**src/logic/swd_pkg.sv**
```systemverilog
// Constants shared by the single-wire debug bit link.
// Assumes a 250 MHz bus clock; all bit timing is counted in bus cycles.
package swd_pkg;
   // ****************************************
   // Bit timing, in bus-clock cycles
   // ****************************************
   localparam int SWD_BIT_CYCLES = 16;               // Nominal bit period
   localparam int SWD_TIMEOUT_CYCLES = 512;          // Idle cycles before timeout
   localparam int SWD_SAMPLE_CYCLE = 10;             // Host bit sampled here
   localparam int SWD_ONE_PULSE_CYCLE = 7;           // Speed-up pulse for a one
   localparam int SWD_ZERO_LOW_CYCLES = 13;          // Low hold for a zero
   localparam int SWD_PULSE_CYCLES = 1;              // Width of speed-up pulse
   localparam int SWD_CMD_GAP_CYCLES = 150;          // Host gap after a command
   // ****************************************
   // Command framing
   // ****************************************
   localparam int SWD_OPCODE_BITS = 8;               // Opcode length
   localparam int SWD_WORD_BITS = 16;                // Address or data length
   localparam int SWD_CNT_W = 10;                    // Cycle counter width
   // ****************************************
   // Bit engine states
   // ****************************************
   typedef enum logic [3:0] {
      SWD_IDLE = 4'h1,                               // Waiting for host edge
      SWD_RECV = 4'h2,                               // Host to device bit
      SWD_SEND = 4'h4,                               // Device to host bit
      SWD_WAIT = 4'h8                                // Wait for pin to rise
   } swd_state_type;
endpackage

```
**src/logic/swd_buf2.sv**
```systemverilog
// Two-entry buffer with valid and ready on both sides.
// Assumes a single clock and synchronous active-high reset.
`timescale 1ns/1ps
module swd_buf2
   import swd_pkg::*;
#(
   parameter int WIDTH = 16                          // Word width
)
(
   input wire logic clock,                           // Bus clock
   input wire logic rst,                             // Sync reset
   input wire logic [WIDTH-1:0] in_data,             // Word in
   input wire logic in_valid,                        // Word offered
   output logic in_ready,                            // Space available
   output logic [WIDTH-1:0] out_data,                // Word out, read from storage
   output logic out_valid,                           // Word present
   input wire logic out_ready                        // Consumer takes word
);
   logic [WIDTH-1:0] mem_r [2];                      // Storage
   logic wp_r;                                       // Write pointer
   logic rp_r;                                       // Read pointer
   logic [1:0] cnt_r;                                // Occupancy
   logic push;                                       // Write this cycle
   logic pop;                                        // Read this cycle

   assign push = in_valid && (cnt_r != 2'h2);
   assign pop = out_valid && out_ready;
   assign in_ready = (cnt_r != 2'h2);
   assign out_valid = (cnt_r != 2'h0);
   assign out_data = mem_r[rp_r];

   // Storage and pointers
   always_ff @(posedge clock)
   begin
      if (rst)
      begin
         wp_r <= 1'b0;
         rp_r <= 1'b0;
         cnt_r <= 2'h0;
      end
      else
      begin
         if (push)
         begin
            mem_r[wp_r] <= in_data;
            wp_r <= ~wp_r;
         end
         if (pop)
            rp_r <= ~rp_r;
         cnt_r <= cnt_r + {1'b0, push} - {1'b0, pop};
      end
   end
endmodule

```
**src/logic/swd_link.sv**
```systemverilog
// Bit-level engine of the single-wire debug port.
// Assumes the pin is asynchronous; the command layer uses the word ports.
//
// What this block does
// - MSB first, sixteen cycles per bit
// - 512 idle cycles clears command register
// - Falling edge synchronised, one-to-two cycle lag
// - Host bit sampled ten cycles after start
// - Device leaves pin undriven on receive
// - One sent as speed-up pulse at seven
// - Zero held low thirteen cycles, then pulse
// - Dead or stolen cycles left to the command layer
// - Firmware background gating left to the command layer
// - All timing counted in bus cycles
// - Pin is pseudo-open-drain, both directions
// - Eight-bit opcode, then sixteen-bit fields
`timescale 1ns/1ps
module swd_link
   import swd_pkg::*;
(
   input wire logic clock,                           // Bus clock, 250 MHz
   input wire logic rst,                             // Sync reset, active high
   input wire logic debug_wire_pin_in,               // Pin level, asynchronous
   output logic debug_wire_pin_out,                  // Pin drive level
   output logic debug_wire_pin_oe,                   // Pin drive enable
   output logic [SWD_OPCODE_BITS-1:0] cmd_opcode,    // Command register
   output logic cmd_opcode_valid,                    // Opcode complete
   output logic [SWD_WORD_BITS-1:0] rx_word,         // Received word
   output logic rx_word_valid,                       // Received word ready
   input wire logic rx_word_ready,                   // Command layer takes word
   input wire logic [SWD_WORD_BITS-1:0] tx_word,     // Word to send
   input wire logic tx_word_valid,                   // Send word offered
   output logic tx_word_ready,                       // Send word accepted
   input wire logic [4:0] tx_bits,                   // Bits in send word
   output logic timeout_pulse,                       // Timeout happened
   output logic rx_stall                             // Receive buffer full
);
   // ****************************************
   // Derived counts
   // ****************************************
   localparam logic [SWD_CNT_W-1:0] SAMPLE_AT = SWD_CNT_W'(SWD_SAMPLE_CYCLE);
   localparam logic [SWD_CNT_W-1:0] ONE_AT = SWD_CNT_W'(SWD_ONE_PULSE_CYCLE);
   localparam logic [SWD_CNT_W-1:0] ZERO_END = SWD_CNT_W'(SWD_ZERO_LOW_CYCLES);
   localparam logic [SWD_CNT_W-1:0] PULSE_LEN = SWD_CNT_W'(SWD_PULSE_CYCLES);
   localparam logic [SWD_CNT_W-1:0] TMO_AT = SWD_CNT_W'(SWD_TIMEOUT_CYCLES - 1);
   localparam logic [SWD_CNT_W-1:0] BIT_END = SWD_CNT_W'(SWD_BIT_CYCLES);

   // ****************************************
   // Pin synchroniser and edge detect
   // ****************************************
   logic pin_s1_r;                                   // First stage
   logic pin_s2_r;                                   // Second stage
   logic pin_s3_r;                                   // Previous level
   logic fall;                                       // Host falling edge

   // Two flops before any logic reads the pin
   always_ff @(posedge clock)
   begin
      if (rst)
      begin
         pin_s1_r <= 1'b1;
         pin_s2_r <= 1'b1;
         pin_s3_r <= 1'b1;
      end
      else
      begin
         pin_s1_r <= debug_wire_pin_in;
         pin_s2_r <= pin_s1_r;
         pin_s3_r <= pin_s2_r;
      end
   end

   // Edge seen only while device is not driving; the device's own low
   // drive and its release must never look like a host edge
   assign fall = pin_s3_r && !pin_s2_r && !debug_wire_pin_oe;

   // ****************************************
   // State and counters
   // ****************************************
   swd_state_type state_r;                           // Bit engine state
   logic [SWD_CNT_W-1:0] cyc_r;                      // Cycles into bit
   logic [SWD_CNT_W-1:0] idle_r;                     // Cycles since edge
   logic [3:0] rxcnt_r;                              // Received bits in word
   logic [SWD_WORD_BITS-1:0] rxsh_r;                 // Receive shifter
   logic [SWD_WORD_BITS-1:0] txsh_r;                 // Send shifter
   logic [4:0] txleft_r;                             // Bits left to send
   logic opc_done_r;                                 // Opcode already taken
   logic tx_bit;                                     // Current send bit
   logic tmo;                                        // Timeout condition
   logic sample;                                     // Sample strobe
   logic word_done;                                  // Receive word complete
   logic buf_in_ready;                               // Buffer has room

   assign tx_bit = txsh_r[SWD_WORD_BITS-1];
   assign tmo = (idle_r == TMO_AT) && !fall;
   assign sample = (state_r == SWD_RECV) && (cyc_r == SAMPLE_AT - 1'b1);
   assign word_done = sample && (opc_done_r ? (rxcnt_r == 4'hF) : (rxcnt_r == 4'h7));

   // Idle timer counts bus cycles between falling edges
   // It wraps after a timeout, so a silent host keeps being cleared
   always_ff @(posedge clock)
   begin
      if (rst || fall)
         idle_r <= '0;
      else if (idle_r != TMO_AT)
         idle_r <= idle_r + 1'b1;
      else
         idle_r <= '0;
   end

   // Bit engine state machine
   // Runs whatever the processor does; nothing here waits on it
   always_ff @(posedge clock)
   begin
      if (rst || tmo)
      begin
         state_r <= SWD_IDLE;
         cyc_r <= '0;
      end
      else
      begin
         unique case (state_r)
            SWD_IDLE:
            begin
               if (fall)
               begin
                  cyc_r <= '0;
                  // A pending send word turns the bit into a device bit
                  state_r <= (txleft_r != 5'h0) ? SWD_SEND : SWD_RECV;
               end
            end
            SWD_RECV:
            begin
               cyc_r <= cyc_r + 1'b1;
               if (cyc_r == SAMPLE_AT - 1'b1)
                  state_r <= SWD_WAIT;
            end
            SWD_SEND:
            begin
               cyc_r <= cyc_r + 1'b1;
               if (cyc_r == BIT_END - 1'b1)
                  state_r <= SWD_WAIT;
            end
            SWD_WAIT:
            begin
               // Wait for the line to return high before the next edge
               if (pin_s2_r)
                  state_r <= SWD_IDLE;
            end
            default:
               state_r <= SWD_IDLE;
         endcase
      end
   end

   // Pin drive for device-to-host bits; undriven otherwise
   // Registered, so decode glitches never reach the pin
   always_ff @(posedge clock)
   begin
      if (rst || state_r != SWD_SEND)
      begin
         debug_wire_pin_oe <= 1'b0;
         debug_wire_pin_out <= 1'b1;
      end
      else if (tx_bit)
      begin
         // Brief high pulse after host released the line
         debug_wire_pin_oe <= (cyc_r >= ONE_AT - 1'b1) &&
                              (cyc_r < ONE_AT - 1'b1 + PULSE_LEN);
         debug_wire_pin_out <= 1'b1;
      end
      else
      begin
         // Low for the hold time, then speed-up pulse high
         debug_wire_pin_oe <= (cyc_r < ZERO_END - 1'b1 + PULSE_LEN);
         debug_wire_pin_out <= (cyc_r >= ZERO_END - 1'b1);
      end
   end

   // Receive shifter and bit counter
   // Shifted only at the sample strobe, so edge jitter does no harm
   always_ff @(posedge clock)
   begin
      if (rst || tmo)
      begin
         rxsh_r <= '0;
         rxcnt_r <= 4'h0;
         opc_done_r <= 1'b0;
      end
      else if (sample)
      begin
         rxsh_r <= {rxsh_r[SWD_WORD_BITS-2:0], pin_s2_r};
         if (word_done)
         begin
            rxcnt_r <= 4'h0;
            opc_done_r <= 1'b1;
         end
         else
            rxcnt_r <= rxcnt_r + 1'b1;
      end
   end

   // Command register, cleared on timeout
   // The opcode is handed over whole; the command layer picks dead or
   // stolen cycles and runs firmware opcodes only in background
   always_ff @(posedge clock)
   begin
      if (rst || tmo)
      begin
         cmd_opcode <= '0;
         cmd_opcode_valid <= 1'b0;
      end
      else if (word_done && !opc_done_r)
      begin
         cmd_opcode <= {rxsh_r[SWD_OPCODE_BITS-2:0], pin_s2_r};
         cmd_opcode_valid <= 1'b1;
      end
   end

   // Send shifter loaded from command layer
   always_ff @(posedge clock)
   begin
      if (rst || tmo)
      begin
         txsh_r <= '0;
         txleft_r <= 5'h0;
         tx_word_ready <= 1'b0;
      end
      else
      begin
         tx_word_ready <= 1'b0;
         if (txleft_r == 5'h0 && tx_word_valid && !tx_word_ready && state_r == SWD_IDLE)
         begin
            txsh_r <= tx_word;
            txleft_r <= tx_bits;
            tx_word_ready <= 1'b1;
         end
         else if (state_r == SWD_SEND && cyc_r == BIT_END - 1'b1)
         begin
            txsh_r <= {txsh_r[SWD_WORD_BITS-2:0], 1'b0};
            txleft_r <= txleft_r - 5'h1;
         end
      end
   end

   // Status pulse and stall flag
   // rx_stall warns the command layer before a fourth word is lost
   always_ff @(posedge clock)
   begin
      if (rst)
      begin
         timeout_pulse <= 1'b0;
         rx_stall <= 1'b0;
      end
      else
      begin
         timeout_pulse <= tmo;
         rx_stall <= !buf_in_ready;
      end
   end

   // ****************************************
   // Received word buffer
   // ****************************************
   logic [SWD_WORD_BITS-1:0] buf_data;               // Buffer head
   logic buf_valid;                                  // Buffer not empty
   logic [SWD_WORD_BITS-1:0] rxo_r;                  // Registered word out
   logic rxv_r;                                      // Registered valid

   swd_buf2 #(.WIDTH(SWD_WORD_BITS)) u_buf (
      .clock(clock),
      .rst(rst),
      .in_data({rxsh_r[SWD_WORD_BITS-2:0], pin_s2_r}),
      .in_valid(word_done && opc_done_r),
      .in_ready(buf_in_ready),
      .out_data(buf_data),
      .out_valid(buf_valid),
      .out_ready(!rxv_r || rx_word_ready)
   );

   // Output register stage so the port comes from a flop
   always_ff @(posedge clock)
   begin
      if (rst)
      begin
         rxo_r <= '0;
         rxv_r <= 1'b0;
      end
      else if (!rxv_r || rx_word_ready)
      begin
         rxo_r <= buf_data;
         rxv_r <= buf_valid;
      end
   end

   assign rx_word = rxo_r;
   assign rx_word_valid = rxv_r;
endmodule

```
**config.mk**
```make
export PLATFORM = sky130hd
export DESIGN_NAME = swd_link
export DESIGN_NICKNAME = d
export VERILOG_FILES = /design/src/logic/swd_pkg.sv /design/src/logic/swd_buf2.sv /design/src/logic/swd_link.sv
export SDC_FILE = /design/constraint.sdc
export NUM_CORES = 1
export LEC_CHECK = 0
export BUFFER_PORTS_ARGS = -buffer_cell sky130_fd_sc_hd__buf_2
export CAP_MARGIN = 5
export CORE_ASPECT_RATIO = 2
export CORE_MARGIN = 10
export CORE_UTILIZATION = 60
export CTS_CLUSTER_DIAMETER = 200
export DETAILED_ROUTE_END_ITERATION = 12
export PLACE_DENSITY = 0.77
export SETUP_SLACK_MARGIN = 0.02
export SLEW_MARGIN = 0
export SYNTH_ARGS = -nofsm -noshare
export SYNTH_HDL_FRONTEND = slang
export SYNTH_SLANG_ARGS = --single-unit
```
**constraint.sdc**
```tcl
create_clock -name clock -period 7.6 [get_ports clock]
set_input_delay 1.52 -clock clock [delete_from_list [all_inputs] [get_ports clock]]
set_output_delay 1.52 -clock clock [all_outputs]
set_load 0.1 [all_outputs]
```
==> impl_metrics.yaml <==
run_status:
  status: "finished clean"
floorplanning:
  core_area_mm2: 0.00901
  core.rowCount: 49
  start_util_pct: 61.6
  die_y_um: 156
  pin_count: 57
  die_area_mm2: 0.0137
  die_x_um: 88
logic_synthesis:
  synth_ff_type: "dfxtp_1"
  syn_nets: 610
  synth_seq_area_share_pct: 54.5
  synth_most_common_cell: "dfxtp_1"
  synthTopCellsByCount: "103 x dfxtp_1, 77 x nand2_1, 57 x nor2_1"
  synth_cells: 575
  yosysWarnings: 0
  synth_edf_count: 32
  synthesis.area_mm2: 0.00555
  syn_area_per_cell_um2: 9.65
  yosys.area.top_type_share_pct: 37.2
  synth.top_cells.by_area: "dfxtp_1 37%, edfxtp_1 17%, nand2_1 5.2%"
  synth-async-reset-ratio_pct: 0
  yosys.area.top_type: "dfxtp_1"
  ys_types: 54
  ys_ff_latch: 135
place:
  placed_cells: 697
  numPortBuffers: 56
  post-dp-hpwl_um: 7990
  place.gp.congestion: 0.898
  placed_area_mm2: 0.00581
  pre_cts_ws_ns: 3.97
power:
  pwr-share-seq_pct: 39.7
  irDropWorstVdd_mv: 0.288
  p_per_area_mw_per_mm2: 336
  swShare_pct: 30.4
  power_frac_clock_pct: 40.5
  comb_power_share_pct: 19.7
  p_sw_uw: 658
  p_total_mw: 2.17
  p_int_mw: 1.51
  leakage_nw: 2.38
sta:
  fin_hold_ws_ns: 0.436
  layout_min_cycle_time_ns: 3.19
  tightest_slew_ns: 1.19
  setup_viol: 0
  period_share_pct: 41.9
  timing.fmax_ghz: 0.314
  setup_slack_ns: 4.41
  maxSlewViolCount: 0
  rsz0062_at_grt: "no"
  finalHoldViolations: 0
  fin_setup_tns_ns: 0
  fin_skew_ns: 0.00578
  slew_headroom_pct: 20.3
layout:
  area_growth_pct: 16.2
  drive_gt1_share_pct: 16.1
  antenna_cells: 0
  finish.instance_area_mm2: 0.00645
  nFillCells: 679
  num-nets-final: 649
  fin_cells: 729
  fin_util_pct: 71.5
critical_path:
  critPathLaunchType: "input port"
  cp.buffers_inverters: 1
  cp_max_fo: 34
  crit_type: "input port to flip-flop"
  critPathCaptureType: "flip-flop"
  critPathTopFamily: "simple AND/OR/NAND/NOR gates"
  crit_cells: 8
  crit_arrival_ns: 3.48
  crit_path_top_delay_cell: "nand2b_1"
  cp.required_ns: 7.89
  r2r_cells: 5
  crit_path_cell_trace: "buf_2, nand2b_1, o21a_1, ha_1, nor2b_1, nand4_1, o21ai_0, o31ai_1"
  crit_path_max_incr_delay_ns: 0.83
run:
  cap_violations: 0
cts:
  cts_setup_buffers: 0
  cts_hold_buf: 0
  cts-root-buf: "clkbuf_16"
  cts_tree: "built"
  numCtsBuffers: 17
  cts.path.max_buffers: 2
  clk_pin_slew_worst_paths_ns: 0.05
  htree_levels: 4
  clk_latency_ns: 0.42
  cts_sinks: 135
  ctsResizeCount: 0
global_routing:
  grt_max_degree: 61
  grtUsageTotal_pct: 17.8
  grt_pass1_wl_um: 19700
  antenna_found_initial: 0
  grt-ovfl-total: 0
  grt_pass1_vias: 4338
detailed_routing:
  drtIter0Drc: 332
  routed_via_density: 5.87
  wl_per_cell_um: 16.1
  ant_nets: 0
  firstDrtPassIters: 7
  vias: 4278
  drc: 0
  drt_wl_total_um: 11700
hold_path:
  worst_hold_path_type: "flip-flop to flip-flop"
  hold_depth: 1
power groups by stage:
stage                     clock (mW)  sequential [mW]  combinational [mW]
after floorplan                    0             1.01               0.241
after global placement             0            0.872               0.417
after detailed placement           0            0.875               0.426
after CTS                      0.887            0.860               0.430
after global routing           0.922            0.872               0.465
final                          0.879            0.861               0.428
per-layer routing:
| metal | GRT usage (%) | share of wire [%] | vias up |
|---|---|---|---|
| met5 | 0 | 0 | - |
| met4 | 8.55 | 2.3 | 0 |
| met3 | 5.39 | 5.1 | 23 |
| met2 | 32.9 | 56 | 102 |
| met1 | 17.0 | 36 | 2011 |
| li1 | - | - | 2142 |
cell usage in the layout, fill, tap and decap left out, types with 3 or more instances in the layout:
master     Yosys  routed
nand3_1       22      22
dfxtp_1      103     103
or2_2          7       7
a211oi_1      19      19
buf_2          6      56
bufinv_16      0       5
and3_1         5       5
nor2_1        57      57
and4_1         3       3
clkbuf_16      0      17
nor4b_1        5       5
nand4_1        8       8
o31ai_1        6       6
o21ai_0       17      17
nand3b_1       3       3
clkinv_1       0       3
xnor2_1        6       6
buf_4          0       4
or4_1          6       6
a311oi_1      16      16
inv_1         13      13
nand2b_1       3       3
or3_1          5       5
xor2_1         7       7
a21oi_1       48      48
clkinv_4       0       4
mux2i_1       17      17
nor3_1         8       7
nor4_1         3       3
edfxtp_1      32      32
ha_1           9       9
nand2_1       77      77
path summary, 6_finish.rpt:
| path | from | end | slack [ns] |
|---|---|---|---|
| setup / recovery | rx_word_ready | u_buf.cnt_r[1]$_SDFF_PP0_ | 4.41 |
| setup reg to reg | cyc_r[9]$_SDFFE_PP0P_ | u_buf.mem_r[1][14]$_DFFE_PP_ | 4.49 |
| hold / removal | pin_s1_r$_SDFF_PP1_ | pin_s2_r$_SDFF_PP1_ | 0.44 |
| hold reg to reg | pin_s1_r$_SDFF_PP1_ | pin_s2_r$_SDFF_PP1_ | 0.44 |
layout make-up:
cell class                      count  area (um2)  area share (%)
Sequential cell                   135        3020            46.9
Multi-Input combinational cell    387        2300            35.7
Clock buffer                       19         433            6.71
Timing Repair Buffer               60         310            4.81
Clock inverter                     13         204            3.16
Tap cell                          102         128            1.98
Inverter                           13        48.8           0.757
kinds of logic (layout without fill, tap and decap cells):
kind of cell | Yosys count | after routing | synth area share [%]
simple gates | 225 | 225 | 19.8
flops | 135 | 135 | 54.5
compound gates | 123 | 123 | 14.3
buf+inv | 53 | 105 | 4.26
mux | 17 | 17 | 3.07
xor+xnor | 13 | 13 | 2.05
fa+ha+maj | 9 | 9 | 2.03
sequential cells by signal, summed over array words and instances (netlist names), 2 cells and up:
signal and flops:
u_buf.mem_r 32, rx_word 16, txsh_r 16, rxsh_r 15, cyc_r 10, idle_r 10
cmd_opcode 8, txleft_r 5, rxcnt_r 4, state_r 4, u_buf.cnt_r 2
Note: power is estimated with default switching activity, not from simulation.
